$ cat config.mk
export PLATFORM = sky130hd
export DESIGN_NAME = debug_status_flags
export DESIGN_NICKNAME = d
export VERILOG_FILES = /design/src/logic/dbg_status_pkg.sv /design/src/logic/debug_status_flags.sv
export SDC_FILE = /design/constraint.sdc
export NUM_CORES = 1
export LEC_CHECK = 0
export BUFFER_PORTS_ARGS = -buffer_cell sky130_fd_sc_hd__buf_2
export CORE_UTILIZATION = 30
export CTS_BUF_LIST = sky130_fd_sc_hd__clkbuf_2 sky130_fd_sc_hd__clkbuf_4 sky130_fd_sc_hd__clkbuf_8
export DETAILED_ROUTE_END_ITERATION = 16
export HOLD_SLACK_MARGIN = 0.02
export PLACE_DENSITY = 0.73
export SLEW_MARGIN = 5
export SYNTH_ARGS = -nofsm -noshare
export SYNTH_HDL_FRONTEND = slang
export SYNTH_SLANG_ARGS = --single-unit
$ cat constraint.sdc
create_clock -name pclk -period 1.5 [get_ports pclk]
set_input_delay 0.075 -clock pclk [delete_from_list [all_inputs] [get_ports pclk]]
set_output_delay 0.075 -clock pclk [all_outputs]
set_load 0.05 [all_outputs]
$ cat src/logic/dbg_status_pkg.sv
// debug status flags: register map, field positions and reset values
// assumes a 32-bit apb slave with one aligned word per register
package dbg_status_pkg;
    // register byte offsets
    localparam logic [7:0] status_off  = 8'h00;
    localparam logic [7:0] control_off = 8'h04;
    // status fields
    localparam int stopped_pos = 7;
    localparam int halt_pos    = 6;
    localparam int rprot_pos   = 5;
    // control fields
    localparam int debug_mode_bit_pos = 7;
    localparam int breakpoint_enable_bit_pos   = 6;
    localparam int breakpoint_loop_bit_pos = 4;
    localparam logic [7:0] control_rst = 8'h00;
    localparam logic [7:0] bp_opcode   = 8'h00;
    localparam logic [31:0] rdata_rst  = 32'h0000_0000;

    typedef struct packed {
        logic       valid;
        logic [7:0] opcode;
    } decode_t;
endpackage

$ cat src/logic/debug_status_flags.sv
// debug status flags with its debug control register behind an apb slave
// assumes decode, halt and read-protect option inputs synchronous to pclk
`timescale 1ns/100ps
// Overview of operation
// - stopped flag at bit 7 reads 1 whenever the debug mode bit is 1.
// - stopped flag stays 1 after a taken breakpoint until next control write.
// - bit 6 reads 1 while the device is in halt mode.
// - bit 5 reads the inverse of the stored read-protect option bit.
// - debug mode stops fetch; breakpoint with loop off sets debug mode.
// - breakpoint with loop on makes the cpu repeat the breakpoint.
// - under read protection debug mode cannot be cleared by a write.
module debug_status_flags
    import dbg_status_pkg::*;
(
    // apb
    input  wire logic        pclk,
    input  wire logic        presetn,
    input  wire logic        psel,
    input  wire logic        penable,
    input  wire logic        pwrite,
    input  wire logic [7:0]  paddr,
    input  wire logic [31:0] pwdata,
    output logic             pready,
    output logic [31:0]      prdata,
    output logic             pslverr,
    // cpu side
    input  wire decode_t     decode,
    input  wire logic        halt_mode,
    input  wire logic        rprot_opt_bit,
    output logic             fetch_stop,
    output logic             bp_repeat
);
    ////////////////////////////////////////////////////////////////////////
    logic [7:0] control_q;
    logic       bp_seen_q;
    logic       halt_q;
    logic       rprot_q;
    logic       setup;
    logic       wr_ctl;
    logic       bp_hit;
    logic [7:0] status;

    function automatic logic hit(input logic [7:0] a, input logic [7:0] off);
        return a == off;
    endfunction

    assign setup  = psel && !penable;
    assign wr_ctl = psel && penable && pready && pwrite && hit(paddr, control_off);
    assign bp_hit = decode.valid && decode.opcode == bp_opcode
                    && control_q[breakpoint_enable_bit_pos];

    ////////////////////////////////////////////////////////////////////////
    // control register
    always_ff @(posedge pclk or negedge presetn) begin
        if (!presetn) begin
            control_q <= control_rst;
        end else begin
            if (wr_ctl) begin
                control_q <= pwdata[7:0] & 8'hd0;
                if (rprot_q && control_q[debug_mode_bit_pos])
                    control_q[debug_mode_bit_pos] <= 1'b1;
            end
            if (bp_hit && !control_q[breakpoint_loop_bit_pos])
                control_q[debug_mode_bit_pos] <= 1'b1;
        end
    end

    // breakpoint-seen flag; set wins over the clearing write
    always_ff @(posedge pclk or negedge presetn) begin
        if (!presetn) begin
            bp_seen_q <= 1'b0;
        end else if (bp_hit) begin
            bp_seen_q <= 1'b1;
        end else if (wr_ctl) begin
            bp_seen_q <= 1'b0;
        end
    end

    // sampled state inputs
    always_ff @(posedge pclk or negedge presetn) begin
        if (!presetn) begin
            halt_q  <= 1'b0;
            rprot_q <= 1'b0;
        end else begin
            halt_q  <= halt_mode;
            rprot_q <= !rprot_opt_bit;
        end
    end

    // cpu control outputs
    always_ff @(posedge pclk or negedge presetn) begin
        if (!presetn) begin
            fetch_stop <= 1'b0;
            bp_repeat  <= 1'b0;
        end else begin
            fetch_stop <= control_q[debug_mode_bit_pos];
            bp_repeat  <= bp_hit && control_q[breakpoint_loop_bit_pos];
        end
    end

    ////////////////////////////////////////////////////////////////////////
    always_comb begin
        status = 8'h00;
        status[stopped_pos] = control_q[debug_mode_bit_pos] || bp_seen_q;
        status[halt_pos]    = halt_q;
        status[rprot_pos]   = rprot_q;
    end

    // apb: no wait states, pready rises in the first access cycle; read data captured at setup; status writes dropped
    always_ff @(posedge pclk or negedge presetn) begin
        if (!presetn) begin
            pready  <= 1'b0;
            prdata  <= rdata_rst;
            pslverr <= 1'b0;
        end else begin
            pready  <= setup;
            pslverr <= setup && !hit(paddr, status_off) && !hit(paddr, control_off);
            if (setup && !pwrite) begin
                if (hit(paddr, status_off))
                    prdata <= {24'h000000, status};
                else if (hit(paddr, control_off))
                    prdata <= {24'h000000, control_q};
                else
                    prdata <= rdata_rst;
            end
        end
    end

    ////////////////////////////////////////////////////////////////////////
    property p_stop_mode;
        @(posedge pclk) disable iff (!presetn)
        control_q[debug_mode_bit_pos] |-> status[stopped_pos];
    endproperty
    a_stop_mode: assert property (p_stop_mode) else $error("stopped low in debug mode");

    property p_bp_hold;
        @(posedge pclk) disable iff (!presetn)
        bp_hit ##1 !wr_ctl |=> status[stopped_pos];
    endproperty
    a_bp_hold: assert property (p_bp_hold) else $error("stopped lost after breakpoint");

    property p_halt;
        @(posedge pclk) disable iff (!presetn)
        $past(presetn) |-> status[halt_pos] == $past(halt_mode);
    endproperty
    a_halt: assert property (p_halt) else $error("halt flag mismatch");

    property p_rprot;
        @(posedge pclk) disable iff (!presetn)
        $past(presetn) |-> status[rprot_pos] == !$past(rprot_opt_bit);
    endproperty
    a_rprot: assert property (p_rprot) else $error("read protect flag mismatch");

    property p_reserved;
        @(posedge pclk) disable iff (!presetn)
        pready && !pwrite && hit(paddr, status_off) |-> {prdata[31:8], prdata[4:0]} == 29'h0;
    endproperty
    a_reserved: assert property (p_reserved) else $error("reserved bits nonzero");

    property p_wr_ignored;
        @(posedge pclk) disable iff (!presetn)
        psel && penable && pready && pwrite && hit(paddr, status_off)
        |=> $stable(control_q) || $past(bp_hit);
    endproperty
    a_wr_ignored: assert property (p_wr_ignored) else $error("status write changed ctl");

    property p_bp_mode;
        @(posedge pclk) disable iff (!presetn)
        bp_hit && !control_q[breakpoint_loop_bit_pos] |-> ##2 fetch_stop;
    endproperty
    a_bp_mode: assert property (p_bp_mode) else $error("breakpoint did not stop fetch");

    property p_loop;
        @(posedge pclk) disable iff (!presetn)
        bp_hit && control_q[breakpoint_loop_bit_pos] && !control_q[debug_mode_bit_pos]
        |=> bp_repeat && !control_q[debug_mode_bit_pos];
    endproperty
    a_loop: assert property (p_loop) else $error("breakpoint loop entered debug mode");

    property p_protect;
        @(posedge pclk) disable iff (!presetn)
        rprot_q && control_q[debug_mode_bit_pos] |=> control_q[debug_mode_bit_pos];
    endproperty
    a_protect: assert property (p_protect) else $error("mode cleared under protection");

    ////////////////////////////////////////////////////////////////////////
    // bus-side and output checks
    property p_rd_stop;
        @(posedge pclk) disable iff (!presetn)
        pready && !pwrite && hit(paddr, status_off) && $past(control_q[debug_mode_bit_pos])
        |-> prdata[stopped_pos];
    endproperty
    a_rd_stop: assert property (p_rd_stop) else $error("stopped bit low on bus read");

    property p_rd_halt;
        @(posedge pclk) disable iff (!presetn)
        pready && !pwrite && hit(paddr, status_off) && $past(presetn, 2)
        |-> prdata[halt_pos] == $past(halt_mode, 2);
    endproperty
    a_rd_halt: assert property (p_rd_halt) else $error("halt bit wrong on bus read");

    property p_rd_rprot;
        @(posedge pclk) disable iff (!presetn)
        pready && !pwrite && hit(paddr, status_off) && $past(presetn, 2)
        |-> prdata[rprot_pos] == !$past(rprot_opt_bit, 2);
    endproperty
    a_rd_rprot: assert property (p_rd_rprot) else $error("protect bit wrong on read");

    property p_wr_clear;
        @(posedge pclk) disable iff (!presetn)
        wr_ctl && !pwdata[debug_mode_bit_pos] && !rprot_q && !bp_hit |=> !status[stopped_pos];
    endproperty
    a_wr_clear: assert property (p_wr_clear) else $error("stopped kept after write");

    property p_rep_idle;
        @(posedge pclk) disable iff (!presetn)
        bp_repeat |-> status[stopped_pos];
    endproperty
    a_rep_idle: assert property (p_rep_idle) else $error("stopped low while looping");

    property p_wr_mode;
        @(posedge pclk) disable iff (!presetn)
        wr_ctl && pwdata[debug_mode_bit_pos] |-> ##2 fetch_stop;
    endproperty
    a_wr_mode: assert property (p_wr_mode) else $error("mode write did not stop fetch");

    property p_fetch;
        @(posedge pclk) disable iff (!presetn)
        $past(presetn) |-> fetch_stop == $past(control_q[debug_mode_bit_pos]);
    endproperty
    a_fetch: assert property (p_fetch) else $error("fetch stop lags mode");
endmodule

* After elaboration in Yosys (flattened, before gate mapping) *
Index checks and enable logic that the tools add are counted.

word-level totals
  bits in latches = 0
  bits in read-only memories = 0
  input port bits = 56
  logic and storage cells = 42
  output and inout port bits = 36
  bits in registers = 42
  RAM bits = 0
  memories = 0

operators by class
  reductions and logical operators = 24
  $add $sub $neg = 0
  mux-type cells = 7
  $mul = 0
  div/mod/pow operators = 0
  bitwise logic cells = 0
  order comparisons = 0
  shift-type cells = 0
  equality and inequality tests = 1

operators by type and width
  kind                  count
  $mux W8               3
  $logic_not A8 Y1      2
  $logic_and A1 B1 Y1   13
  $eq A8 B3 Y1 const B  1
  $logic_not A1 Y1      6
  $mux W1               4
  $reduce_bool A2 Y1    2
  $logic_or A1 B1 Y1    1

* Longest topological paths before layout *
Gate-level depths: netlist of run 1.

  word-level depth = 6
  depth in mapped cells = 4
  mapped depth without buffers = 4

* Worst setup path after synthesis of run 1 *
OpenSTA, ideal clock, no wires.

  path kind = register to register
  start point = reg pready
  end point = reg control_q[4]
  path buffers = 0
  cell stages (with the launch flop) = 4
  data arrival time = 1.239 ns
  data required time = 1.375 ns
  clock period less this slack = 1.364 ns
  setup time = 0.125 ns
  setup slack = 0.136 ns
  cell sequence = dfrtp_1 and2_1 nand4_2 mux2_2

between the ends
  longest elaborated chain between the ends = 3

ends and longest elaborated chain
  item                               RTL line                   source
  from (decl)                        debug_status_flags.sv:23   output logic pready,
  from (signal assigned)             debug_status_flags.sv:116  pready <= setup;
  $logic_and A1 B1 Y1 (3 in series)  debug_status_flags.sv:48   assign wr_ctl = psel && penable && pready && pwrite && hit(paddr, control_off);
  to (signal assigned)               debug_status_flags.sv:56   control_q <= control_rst;
  to (signal assigned)               debug_status_flags.sv:59   control_q <= pwdata[7:0] & 8'hd0;
  to (decl)                          debug_status_flags.sv:34   logic [7:0] control_q;

No other way between the ends.
A chain may end at the register's enable or synchronous reset.

* Worst setup path after layout of run 1 *
  start point = in penable
  end point = reg prdata[4]

between the ends
  longest elaborated chain between the ends = 3

ends and longest elaborated chain
  item                  RTL line                   source
  from (decl)           debug_status_flags.sv:19   input wire logic penable,
  $logic_not A1 Y1      debug_status_flags.sv:47   assign setup = psel && !penable;
  $logic_and A1 B1 Y1   debug_status_flags.sv:47
  $logic_and A1 B1 Y1   debug_status_flags.sv:118  if (setup && !pwrite) begin
  to (signal assigned)  debug_status_flags.sv:120  prdata <= {24'h000000, status};
  to (signal assigned)  debug_status_flags.sv:122  prdata <= {24'h000000, control_q};
  to (signal assigned)  debug_status_flags.sv:124  prdata <= rdata_rst;
  to (decl)             debug_status_flags.sv:24   output logic [31:0] prdata,

No other way between the ends.

==> results of run 1 <==
## layout make-up
type / instances / share of cell area [%]
sequential: 14 / 36.3
inverter: 5 / 1.95
tap: 30 / 3.89
timing repair buffer: 38 / 21.8
clock buffer: 3 / 2.33
multi-input combinational: 57 / 33.7
## where the power goes
group | internal [uW] | switching, uW | leakage, uW
Combinational | 41.3 | 193 | 0.000362
Clock | 92.7 | 102 | 0.0000138
Sequential | 383 | 2.34 | 0.000189
## critical path, delay by kind of cell
family	cells	cell delay [ps]
and+or+nand+nor	2	570
AOI/OAI and AO/OA	1	180
buffers and inverters	3	730
## worst paths after layout
path	startpoint	to	slack, ps	cells after the start
worst max-delay path	penable	prdata[4]	150	6
worst min-delay path	pwdata[4]	control_q[4]	30	2
worst max register to register	pready	control_q[6]	360	3
worst min register to register	control_q[7]	fetch_stop	400	0
max in group asynchronous	presetn	control_q[7]	1040	2
min in group asynchronous	presetn	pslverr	230	2
## state kept, by name (all words and copies together) (netlist names)
name        flops
prdata          4
bp_repeat       1
rprot_q         1
bp_seen_q       1
pready          1
halt_q          1
pslverr         1
fetch_stop      1
control_q       3
## through the flow
| step | total power (uW) | utilization, % |
|---|---|---|
| global placement | 618 | 36.1 |
| detailed placement | 620 | 36.1 |
| global route | 867 | 38.6 |
| finish | 814 | 38.6 |
| floorplan | 627 | - |
| CTS | 825 | 38.6 |
## per-layer routing
| metal | up-vias | global-route usage (%) |
|---|---|---|
| met5 | - | 0 |
| met4 | 0 | 1.32 |
| met3 | 2 | 5.08 |
| met2 | 41 | 17.5 |
| met1 | 262 | 10.7 |
| li1 | 281 | - |
## cells by family after synthesis
logic type	after synthesis
other cells	1
simple gates	19
compound gates	7
buf+inv	33
mux	3
flops	14
## placed cells by master (no fill, tap or decap), drive strengths merged
cell type / instances
buf: 34
conb: 28
dfrtp: 14
inv: 5
nand2: 5
dlygate4sd3: 4
and2: 4
o21ai: 3
clkbuf: 3
nor2b: 2
a32o: 2
mux2: 2
nor4: 2
nor4b: 1
and4b: 1
nor3: 1
or3b: 1
a21oi: 1
and3: 1
nand4: 1
o221ai: 1
mux2i: 1
==> tab_implementation.tex, run 1 <==
\begin{tabular}{lr}
\hline
Metric & Value \\
\hline
\multicolumn{2}{l}{\textbf{Logic synthesis}} \\
Cell with the most instances after synthesis & sky130\_fd\_sc\_hd\_\_buf\_4 \\
Count of cell types in the netlist & 22 \\
Most frequent cells after synthesis & 28 x sky130\_fd\_sc\_hd\_\_buf\_4, 14 x sky130\_fd\_sc\_hd\_\_dfrtp\_1, 5 x sky130\_fd\_sc\_hd\_\_inv\_1, 5 x sky130\_fd\_sc\_hd\_\_nand2\_1 \\
Dominant cell type by area after synthesis & sky130\_fd\_sc\_hd\_\_dfrtp\_1 \\
Xor/xnor share of the synthesized area & 0\% \\
Count of warnings emitted by yosys & 0 \\
Share of the synthesized area in the top cell type & 43.6\% \\
Largest family of logic cells by synthesized area & buffers and inverters \\
Flip-flop and latch count after synthesis & 14 \\
Biggest area contributors in the synthesized netlist & sky130\_fd\_sc\_hd\_\_dfrtp\_1 44\%, sky130\_fd\_sc\_hd\_\_buf\_4 26\%, sky130\_fd\_sc\_hd\_\_mux2\_2 2.8\% \\
Synthesized-area fraction occupied by and/or/nand/nor cells & 17.3\% \\
Number of enable-type register cells in the synthesized netlist & 0 \\
Post-synthesis mux area share & a little over 4\% \\
Fraction of registers with async set or reset after synthesis & 100\% \\
Sequential area share after synthesis & approximately 44\% \\
Post-Syn Area per Cell & about 10 sq um \\
Post-synthesis compound-gate area fraction & under 10\% \\
Post-synthesis instance area & roughly 800 sq um \\
Area share of fa/ha/maj cells after synthesis & 0\% \\
Most used flip-flop cell after synthesis & sky130\_fd\_sc\_hd\_\_dfrtp\_1 \\
Synthesized netlist cell count & 77 \\
\multicolumn{2}{l}{\textbf{Placed design}} \\
Placed instance count & 140 \\
Placement-stage worst setup slack & about 350 ps \\
Routability cong. & 0.804 \\
Placed instance area & 902 sq um \\
Port-buffer cells & 34 \\
HPWL after detailed placement & 1060 um \\
\multicolumn{2}{l}{\textbf{Finish}} \\
Net count reported at finish & between 150 and 200 \\
Area of all placed cells without fillers & a little under 1000 sq um \\
Ratio of cells with drive above 1 in the final layout & a little under two fifths \\
Total area of sequential cells & roughly 350 sq um \\
Total area of multi-input combinational cells & 325 sq um \\
Area growth, synth to finish & 20.1\% \\
Final cell count without fillers & approximately 150 \\
FILL cells & around 260 \\
Antenna cell count & 0 \\
\multicolumn{2}{l}{\textbf{Clock tree}} \\
Post-CTS Hold Buffers & 4 \\
Total number of clock tree sinks & 14 \\
Clock tree from TritonCTS & done \\
Clk Latency, worst-skew pair & about 260 ps \\
CTS root buffer & sky130\_fd\_sc\_hd\_\_clkbuf\_4 \\
Maximum root-to-sink buffer count & 2 \\
Post-CTS Setup Repair Bufs & 0 \\
Clock buffer count from CTS & 3 \\
H-tree depth reported by CTS & 1 \\
Gates resized, CTS repair & 0 \\
CTS clock-pin slew for the worst setup and hold paths & about 70 ps \\
\multicolumn{2}{l}{\textbf{Die}} \\
Starting density of the core & 32.1\% \\
I/O pins & between 90 and 100 \\
Die outline area & between 2000 and 3000 sq um \\
Horiz. Die Dim & approximately 54 um \\
Die span in y & approximately 54 um \\
Number of core rows & 18 \\
Core box area & 2500 sq um \\
\multicolumn{2}{l}{\textbf{Timing}} \\
Number of setup violations in the final report & 0 \\
Final number of max-transition violations & 0 \\
Unrepaired setup endpoints after global routing & false \\
Minimum clock period after layout & roughly 1300 ps \\
Worst-case clock skew & approximately 2.0 ps \\
Final sum of negative setup slack & 0 ps \\
Final cycle utilization of the critical path & approximately nine tenths \\
Number of hold violations in the final report & 0 \\
Maximum clock frequency & roughly 740 MHz \\
Min Hold Slack & between 30 and 40 ps \\
Fin worst setup slack & between 150 and 200 ps \\
\multicolumn{2}{l}{\textbf{Routing}} \\
Met3 wire length & $\sim$140 um \\
Final Routed Wirelength & roughly 1300 um \\
Met1 Routed Length & 495 um \\
Residual DRC count & 0 \\
Post-detailed-route via-to-cell ratio & 3.99 \\
Wire length on met2 & just over 600 um \\
Routed vias & between 500 and 600 \\
Top layer used by detailed routing & met4 \\
Post-DRT Antenna Nets & 0 \\
Detailed-route wire length per cell & 8.59 um \\
Detailed-router iteration count before antenna repair & 4 \\
Iteration-0 DRC Markers & 7 \\
\multicolumn{2}{l}{\textbf{Run}} \\
Number of violations of the max-capacitance limit & 0 \\
\multicolumn{2}{l}{\textbf{Setup path}} \\
Type of element capturing the critical path & flip-flop \\
Cells traversed along the worst timing path & dlygate4sd3\_1, buf\_2, or3b\_4, inv\_1, and2\_1, a32o\_1 \\
Worst Setup Start Kind & input port \\
Category of the critical setup timing path & input port to flip-flop \\
Max stage delay cell, worst path & sky130\_fd\_sc\_hd\_\_dlygate4sd3\_1 \\
CP peak stage delay & between 500 and 600 ps \\
Top fanout value on the critical path & 5 \\
Data required time of the worst path & $\sim$1700 ps \\
Arrival time worst endpoint & about 1600 ps \\
\multicolumn{2}{l}{\textbf{Hold path}} \\
Type of the worst min-delay path & input port to flip-flop \\
\multicolumn{2}{l}{\textbf{Global route}} \\
Initial antenna violation count & 0 \\
GR Overflow Total & 0 \\
Via count of the first global-routing pass & 520 \\
Global routing usage summed across all routing layers & just under 10\% \\
Global-route wire length before repair & 2040 um \\
Maximum number of pins on one net before global-route repair & 15 \\
\multicolumn{2}{l}{\textbf{Status}} \\
Outcome & completed \\
\multicolumn{2}{l}{\textbf{Power}} \\
Areal power density over the cells & 844 nW/um\^{}2 \\
IR Drop Worst-Case VDD & 0.000436 V \\
Total leakage power & 0.000565 uW \\
\hline
\end{tabular}
(Power assumes the default switching activity.)
==> run 2: changes to the inputs <==
==> constraint.sdc (replaced) <==
create_clock -name pclk -period 1.35 [get_ports pclk]
set_input_delay 0.0675 -clock pclk [delete_from_list [all_inputs] [get_ports pclk]]
set_output_delay 0.0675 -clock pclk [all_outputs]
set_load 0.05 [all_outputs]
==> tab_implementation.tex, run 2 (synthesized netlist as in run 1, its figures left out) <==
\begin{tabular}{lr}
\hline
Metric & Value \\
\hline
\multicolumn{2}{l}{\textbf{Setup path}} \\
Max stage delay cell, worst path & sky130\_fd\_sc\_hd\_\_dlygate4sd3\_1 (unchanged) \\
Worst Setup Start Kind & input port (unchanged) \\
CP peak stage delay & 520 ps (about the same) \\
Data required time of the worst path & 1570 ps (was 1700 ps) \\
Category of the critical setup timing path & input port to flip-flop (unchanged) \\
Worst path top cell family by delay & buffers and inverters (unchanged) \\
Type of element capturing the critical path & flip-flop (unchanged) \\
Top fanout value on the critical path & 5 (unchanged) \\
Arrival time worst endpoint & 1520 ps (was 1550 ps) \\
Cells traversed along the worst timing path & dlygate4sd3\_1, buf\_2, or3b\_4, inv\_1, and2\_1, a32o\_2 (was dlygate4sd3\_1, buf\_2, or3b\_4, inv\_1, and2\_1, a32o\_1) \\
Count of buffer and inverter cells on the critical path & 3 (unchanged) \\
\multicolumn{2}{l}{\textbf{Global route}} \\
Maximum number of pins on one net before global-route repair & 15 (unchanged) \\
Global routing usage summed across all routing layers & 11.3\% (was 9.92\%) \\
Global-route wire length before repair & 2240 um (was 2040 um) \\
Initial antenna violation count & 0 (unchanged) \\
Via count of the first global-routing pass & 546 (was 520) \\
GR Overflow Total & 0 (unchanged) \\
\multicolumn{2}{l}{\textbf{Finish}} \\
Antenna cell count & 0 (unchanged) \\
Utilization of the core after routing & 39.6\% (was 38.6\%) \\
Net count reported at finish & 176 (was 175) \\
Regs by FF count & prdata x4, control\_q x3 (unchanged) \\
Largest register by flop count & prdata (unchanged) \\
FILL cells & 260 (was 263) \\
Area growth, synth to finish & 23.4\% (was 20.1\%) \\
Ratio of cells with drive above 1 in the final layout & 38.7\% (was 36.8\%) \\
Top library cells by usage in the layout, fill and taps aside & 34 x sky130\_fd\_sc\_hd\_\_buf\_2, 28 x sky130\_fd\_sc\_hd\_\_conb\_1, 13 x sky130\_fd\_sc\_hd\_\_dfrtp\_1 (was 34 x sky130\_fd\_sc\_hd\_\_buf\_2, 28 x sky130\_fd\_sc\_hd\_\_conb\_1, 14 x sky130\_fd\_sc\_hd\_\_dfrtp\_1) \\
Flip-flop count of the largest register, all copies and words added & 4 (unchanged) \\
Most common library cell in the layout ignoring fill and taps & sky130\_fd\_sc\_hd\_\_buf\_2 (unchanged) \\
\multicolumn{2}{l}{\textbf{Power}} \\
Final total power & 988 uW (was 814 uW) \\
IR Drop Worst-Case VDD & 0.000424 V (was 0.000436 V) \\
Total leakage power & 0.000581 uW (was 0.000565 uW) \\
Areal power density over the cells & 997 nW/um\^{}2 (was 844 nW/um\^{}2) \\
\multicolumn{2}{l}{\textbf{Timing}} \\
Worst-case clock skew & 3.96 ps (was 1.98 ps) \\
Final number of max-transition violations & 0 (unchanged) \\
Number of hold violations in the final report & 0 (unchanged) \\
Maximum clock frequency & around 770 MHz \\
Unrepaired setup endpoints after global routing & false (unchanged) \\
Final cycle utilization of the critical path & approximately 97\% \\
Final sum of negative setup slack & 0 ps (unchanged) \\
Number of setup violations in the final report & 0 (unchanged) \\
Fin worst setup slack & 46.9 ps (was 151 ps) \\
Minimum clock period after layout & approximately 1300 ps \\
\multicolumn{2}{l}{\textbf{Clock tree}} \\
CTS root buffer & sky130\_fd\_sc\_hd\_\_clkbuf\_4 (unchanged) \\
Maximum root-to-sink buffer count & 2 (unchanged) \\
CTS clock-pin slew for the worst setup and hold paths & 80 ps (was 70 ps) \\
Clk Latency, worst-skew pair & 280 ps (was 260 ps) \\
Clock tree from TritonCTS & done (unchanged) \\
Clock buffer count from CTS & 3 (unchanged) \\
H-tree depth reported by CTS & 1 (unchanged) \\
Total number of clock tree sinks & 14 (unchanged) \\
\multicolumn{2}{l}{\textbf{Routing}} \\
Detailed-router iteration count before antenna repair & 3 (was 4) \\
Detailed-route wire length per cell & 9.04 um (was 8.59 um) \\
Iteration-0 DRC Markers & 3 (was 7) \\
Post-DRT Antenna Nets & 0 (unchanged) \\
Final Routed Wirelength & 1350 um (was 1260 um) \\
Post-detailed-route via-to-cell ratio & 3.95 (was 3.99) \\
Residual DRC count & 0 (unchanged) \\
Routed vias & 588 (was 586) \\
\multicolumn{2}{l}{\textbf{Placed design}} \\
HPWL after detailed placement & 1120 um (was 1060 um) \\
Routability cong. & 0.786 (was 0.804) \\
Placement-stage worst setup slack & 167 ps (was 354 ps) \\
Port-buffer cells & 34 (unchanged) \\
\multicolumn{2}{l}{\textbf{Die}} \\
Horiz. Die Dim & 53.7 um (unchanged) \\
Starting density of the core & 32.1\% (unchanged) \\
Die span in y & 53.7 um (unchanged) \\
Core box area & 2500 sq um (unchanged) \\
I/O pins & 92 (unchanged) \\
Number of core rows & 18 (unchanged) \\
Die outline area & 2890 sq um (unchanged) \\
\multicolumn{2}{l}{\textbf{Hold path}} \\
Type of the worst min-delay path & input port to flip-flop (unchanged) \\
\multicolumn{2}{l}{\textbf{Run}} \\
Number of violations of the max-capacitance limit & 0 (unchanged) \\
\multicolumn{2}{l}{\textbf{Status}} \\
Outcome & completed (unchanged) \\
\hline
\end{tabular}
## run 2: cell count changes in the layout (fill, tap and decap cells not counted), sizes merged
| cell | change |
|---|---|
| dlygate4sd3 | +1 |
| clkbuf | +1 |
## run 2: layer usage
| layer | up-vias | GRT usage, % | wire length [um] |
|---|---|---|---|
| met4 | 0 | 7.89 | 9 |
| met1 | 257 | 11.1 | 502 |
| met3 | 2 | 2.82 | 139 |
| met2 | 43 | 20.4 | 695 |
| met5 | - | 0 | 0 |
| li1 | 286 | - | - |
## run 2: where the power goes
part / leakage [uW] / switching, uW / internal (uW) / total (uW)
logic: 0.000373 / 215 / 47.8 / 263
clock network: 0.0000210 / 133 / 164 / 297
registers: 0.000187 / 2.49 / 426 / 428
## run 2: timing repair
item,in CTS,in global routing
endpoints found under the setup margin,0,1
hold endpoints to repair,18,0
setup buffers,0,0
hold buffers,5,0
resized for setup,0,1
## run 2: per-stage QoR
step,instances,cell area [sq um],hold slack [ps]
floorplan,104,906,-228
CTS,149,990,20.5
detailed placement,140,903,-22.6
global route,149,991,24.8
finish,149,991,28.9
global placement,140,903,-29.4
## run 2: final cells by class
cell class	instances	area, sq um	share of cell area (%)
sequential	14	352	35.5
multi-input combinational	57	327	33.0
clock buffer	4	36.3	3.66
tap	30	37.5	3.79
timing repair buffer	39	220	22.2
inverter	5	18.8	1.89
## run 2: path summary, 6_finish.rpt
kind                               from           end  slack [ps]  cells after the start
setup / recovery                penable     prdata[4]          50                      6
hold / removal                pwdata[4]  control_q[4]          30                      2
setup reg to reg           control_q[6]  control_q[7]         160                      4
hold reg to reg            control_q[7]    fetch_stop         400                      0
max in group asynchronous       presetn        pready         900                      2
min in group asynchronous       presetn       pslverr         200                      2
==> run 3: changes to the inputs <==
--- a/config.mk
+++ b/config.mk
@@ -5,12 +5,13 @@
 export SDC_FILE = /design/constraint.sdc
 export NUM_CORES = 1
 export LEC_CHECK = 0
+export ABC_AREA = 1
 export BUFFER_PORTS_ARGS = -buffer_cell sky130_fd_sc_hd__buf_2
 export CORE_UTILIZATION = 30
 export CTS_BUF_LIST = sky130_fd_sc_hd__clkbuf_2 sky130_fd_sc_hd__clkbuf_4 sky130_fd_sc_hd__clkbuf_8
 export DETAILED_ROUTE_END_ITERATION = 16
 export HOLD_SLACK_MARGIN = 0.02
-export PLACE_DENSITY = 0.73
+export PLACE_DENSITY = 0.71
 export SLEW_MARGIN = 5
 export SYNTH_ARGS = -nofsm -noshare
 export SYNTH_HDL_FRONTEND = slang
==> tab_implementation.tex, run 3 <==
\begin{tabular}{lr}
\hline
Metric & Value \\
\hline
\multicolumn{2}{l}{\textbf{Logic synthesis}} \\
Most frequent cells after synthesis & 34 x sky130\_fd\_sc\_hd\_\_nand2\_1, 28 x sky130\_fd\_sc\_hd\_\_buf\_4, 14 x sky130\_fd\_sc\_hd\_\_dfrtp\_1 (was 28 x sky130\_fd\_sc\_hd\_\_buf\_4, 14 x sky130\_fd\_sc\_hd\_\_dfrtp\_1, 5 x sky130\_fd\_sc\_hd\_\_inv\_1, 5 x sky130\_fd\_sc\_hd\_\_nand2\_1) \\
Count of warnings emitted by yosys & 0 (unchanged) \\
Synthesized netlist cell count & 111 (was 77) \\
Flip-flop and latch count after synthesis & 14 (unchanged) \\
Sequential area share after synthesis & 40.4\% (was 43.6\%) \\
Synthesized-area fraction occupied by and/or/nand/nor cells & 31.5\% (was 17.3\%) \\
Post-Syn Area per Cell & 7.81 sq um (was 10.4 sq um) \\
Fraction of registers with async set or reset after synthesis & 100\% (unchanged) \\
Largest family of logic cells by synthesized area & simple AND/OR/NAND/NOR gates (was buffers and inverters) \\
Count of cell types in the netlist & 15 (was 22) \\
Post-synthesis mux area share & 0\% (was 4.05\%) \\
Area share of fa/ha/maj cells after synthesis & 0\% (unchanged) \\
Post-synthesis compound-gate area fraction & 0\% (was 6.07\%) \\
Most used flip-flop cell after synthesis & sky130\_fd\_sc\_hd\_\_dfrtp\_1 (unchanged) \\
Number of enable-type register cells in the synthesized netlist & 0 (unchanged) \\
Dominant cell type by area after synthesis & sky130\_fd\_sc\_hd\_\_dfrtp\_1 (unchanged) \\
Xor/xnor share of the synthesized area & 0\% (unchanged) \\
Biggest area contributors in the synthesized netlist & sky130\_fd\_sc\_hd\_\_dfrtp\_1 40\%, sky130\_fd\_sc\_hd\_\_buf\_4 24\%, sky130\_fd\_sc\_hd\_\_nand2\_1 15\% (was sky130\_fd\_sc\_hd\_\_dfrtp\_1 44\%, sky130\_fd\_sc\_hd\_\_buf\_4 26\%, sky130\_fd\_sc\_hd\_\_mux2\_2 2.8\%) \\
Cell with the most instances after synthesis & sky130\_fd\_sc\_hd\_\_nand2\_1 (was sky130\_fd\_sc\_hd\_\_buf\_4) \\
Post-synthesis instance area & 867 sq um (was 803 sq um) \\
Share of the synthesized area in the top cell type & 40.4\% (was 43.6\%) \\
\multicolumn{2}{l}{\textbf{Setup path}} \\
Category of the critical setup timing path & input port to flip-flop (unchanged) \\
Worst reg2reg startpoint & control\_q[7] (was control\_q[6]) \\
CP peak stage delay & 520 ps (about the same) \\
Arrival time worst endpoint & 1270 ps (was 1520 ps) \\
Max stage delay cell, worst path & sky130\_fd\_sc\_hd\_\_dlygate4sd3\_1 (unchanged) \\
Worst path most repeated cell & sky130\_fd\_sc\_hd\_\_nand2\_1 \\
Launching instance or port of the critical path & penable (unchanged) \\
Top fanout value on the critical path & 5 (unchanged) \\
Data required time of the worst path & 1530 ps (was 1570 ps) \\
Cells traversed along the worst timing path & dlygate4sd3\_1, buf\_2, nand2\_1, nor2\_2, nand2\_1, nand2\_1, nand2\_1 (was dlygate4sd3\_1, buf\_2, or3b\_4, inv\_1, and2\_1, a32o\_2) \\
Type of element capturing the critical path & flip-flop (unchanged) \\
Worst Setup Start Kind & input port (unchanged) \\
\multicolumn{2}{l}{\textbf{Timing}} \\
Fin worst setup slack & 261 ps (was 46.9 ps) \\
Number of hold violations in the final report & 0 (unchanged) \\
Worst-case clock skew & 3.68 ps (was 3.96 ps) \\
Final sum of negative setup slack & 0 ps (unchanged) \\
Unrepaired setup endpoints after global routing & false (unchanged) \\
Final cycle utilization of the critical path & 80.7\% (was 96.5\%) \\
Minimum clock period after layout & 1090 ps (was 1300 ps) \\
Number of setup violations in the final report & 0 (unchanged) \\
Final number of max-transition violations & 0 (unchanged) \\
Maximum clock frequency & 918 MHz (was 767 MHz) \\
\multicolumn{2}{l}{\textbf{Run}} \\
Number of violations of the max-capacitance limit & 0 (unchanged) \\
\multicolumn{2}{l}{\textbf{Finish}} \\
Ratio of cells with drive above 1 in the final layout & 28.6\% (was 38.7\%) \\
Antenna cell count & 0 (unchanged) \\
Flip-flop count of the largest register, all copies and words added & 4 (unchanged) \\
Regs by FF count & prdata x4, control\_q x3 (unchanged) \\
Area growth, synth to finish & 22.7\% (was 23.4\%) \\
Largest register by flop count & prdata (unchanged) \\
FILL cells & 303 (was 260) \\
Top library cells by usage in the layout, fill and taps aside & 34 x sky130\_fd\_sc\_hd\_\_nand2\_1, 34 x sky130\_fd\_sc\_hd\_\_buf\_2, 28 x sky130\_fd\_sc\_hd\_\_conb\_1 (was 34 x sky130\_fd\_sc\_hd\_\_buf\_2, 28 x sky130\_fd\_sc\_hd\_\_conb\_1, 13 x sky130\_fd\_sc\_hd\_\_dfrtp\_1) \\
Net count reported at finish & 211 (was 176) \\
\multicolumn{2}{l}{\textbf{Placed design}} \\
HPWL after detailed placement & 1180 um (was 1120 um) \\
Routability cong. & 0.709 (was 0.786) \\
Placement-stage worst setup slack & 354 ps (was 167 ps) \\
Port-buffer cells & 34 (unchanged) \\
\multicolumn{2}{l}{\textbf{Clock tree}} \\
Total number of clock tree sinks & 14 (unchanged) \\
H-tree depth reported by CTS & 1 (unchanged) \\
Clock buffer count from CTS & 3 (unchanged) \\
Maximum root-to-sink buffer count & 2 (unchanged) \\
Post-CTS Setup Repair Bufs & 0 (unchanged) \\
Clk Latency, worst-skew pair & 280 ps (about the same) \\
CTS root buffer & sky130\_fd\_sc\_hd\_\_clkbuf\_4 (unchanged) \\
CTS clock-pin slew for the worst setup and hold paths & 90 ps (was 80 ps) \\
Clock tree from TritonCTS & done (unchanged) \\
\multicolumn{2}{l}{\textbf{Power}} \\
Switching share of power & 36.2\% (was 35.5\%) \\
Fraction of power consumed by sequential logic & 42.7\% (was 43.4\%) \\
Combinational cell fraction of total power & 27.0\% (was 26.6\%) \\
Proportion of power drawn by the clock network & 30.3\% (was 30.0\%) \\
Net switching power & 362 uW (was 350 uW) \\
IR Drop Worst-Case VDD & 0.000378 V (was 0.000424 V) \\
Internal power of the cells & 640 uW (was 638 uW) \\
Areal power density over the cells & 942 nW/um\^{}2 (was 997 nW/um\^{}2) \\
Total leakage power & 0.000634 uW (was 0.000581 uW) \\
\multicolumn{2}{l}{\textbf{Global route}} \\
Routing layer with the top usage in global route & met2 (unchanged) \\
Initial antenna violation count & 0 (unchanged) \\
Met2 layer usage reported by global route & 17.0\% (was 20.4\%) \\
Global-route wire length before repair & 2470 um (was 2240 um) \\
Global routing usage summed across all routing layers & 10.2\% (was 11.3\%) \\
Via count of the first global-routing pass & 612 (was 546) \\
Met3 track demand over resource & 1.16\% (was 2.82\%) \\
Maximum number of pins on one net before global-route repair & 15 (unchanged) \\
Met1 layer usage reported by global route & 11.7\% (was 11.1\%) \\
GR Overflow Total & 0 (unchanged) \\
\multicolumn{2}{l}{\textbf{Routing}} \\
Final Routed Wirelength & 1450 um (was 1350 um) \\
Detailed-route wire length per cell & 7.82 um (was 9.04 um) \\
Post-detailed-route via-to-cell ratio & 3.86 (was 3.95) \\
Residual DRC count & 0 (unchanged) \\
Routed vias & 715 (was 588) \\
Iteration-0 DRC Markers & 4 (was 3) \\
Detailed-router iteration count before antenna repair & 4 (was 3) \\
Post-DRT Antenna Nets & 0 (unchanged) \\
\multicolumn{2}{l}{\textbf{Die}} \\
Starting density of the core & 31.4\% (was 32.1\%) \\
Number of core rows & 19 (was 18) \\
Horiz. Die Dim & 55.8 um (was 53.7 um) \\
Core box area & 2760 sq um (was 2500 sq um) \\
Die outline area & 3110 sq um (was 2890 sq um) \\
I/O pins & 92 (unchanged) \\
Die span in y & 55.8 um (was 53.7 um) \\
\multicolumn{2}{l}{\textbf{Status}} \\
Outcome & completed (unchanged) \\
\multicolumn{2}{l}{\textbf{Hold path}} \\
Type of the worst min-delay path & input port to flip-flop (unchanged) \\
Hold\_sp & pwrite (was pwdata[4]) \\
\hline
\end{tabular}
## run 3: what timing repair did
action	in CTS	in global routing
gates resized for setup	0	0
hold endpoints to repair	19	0
setup endpoints to repair	0	0
hold buffers	6	0
## run 3: worst paths after layout
| path | endpoint | slack [ps] | cells after the start |
|---|---|---|---|
| max reg2reg | prdata[7] | 350 | 5 |
| min reg2reg | fetch_stop | 430 | 0 |
| max | control_q[4] | 260 | 7 |
| min | prdata[7] | 80 | 4 |
| max in group asynchronous | bp_repeat | 930 | 2 |
| min in group asynchronous | prdata[5] | 190 | 2 |
## run 3: through the flow
stage / total power, uW / hold slack, ps / cells / cell area, sq um / utilization, %
after floorplan: 704 / -228 / 138 / 968 / -
after global placement: 693 / -23.9 / 175 / 967 / 35.1
after detailed placement: 695 / -23.5 / 175 / 967 / 35.1
after CTS: 1010 / 79.1 / 185 / 1060 / 38.6
after global routing: 1050 / 90.1 / 185 / 1060 / 38.6
final: 1000 / 83.5 / 185 / 1060 / 38.6
## run 3: final cells by class
cell class	instances	area [sq um]	share of cell area, %
multi-input cells	88	378	35.5
well taps	31	38.8	3.65
inverters	8	30.0	2.82
repair buffers	40	230	21.6
flip-flops and latches	14	350	32.9
clock buffers	4	36.3	3.41
## run 3: metal layers
| metal | part of all wire [%] | wire length [um] |
|---|---|---|
| met4 | 1.9 | 28 |
| met2 | 51 | 740 |
| met1 | 40 | 579 |
| met3 | 6.8 | 99 |
| met5 | 0 | 0 |
## run 3: kinds of logic (layout without fill, tap and decap cells)
kind of cell,count (synthesis),count (layout)
simple gates,60,60
buf+inv,36,52
flops,14,14
other cells,1,28
## run 3: critical path, delay by kind of cell
kind	cells	cell delay (ps)
simple gates	5	540
buf+inv	2	660
## run 3: power groups by stage
stage               logic, uW  registers (uW)  clock network, uW
global route              287             429                334
floorplan                 256             449                  0
finish                    271             428                303
detailed placement        258             437                  0
CTS                       271             428                312
global placement          256             437                  0
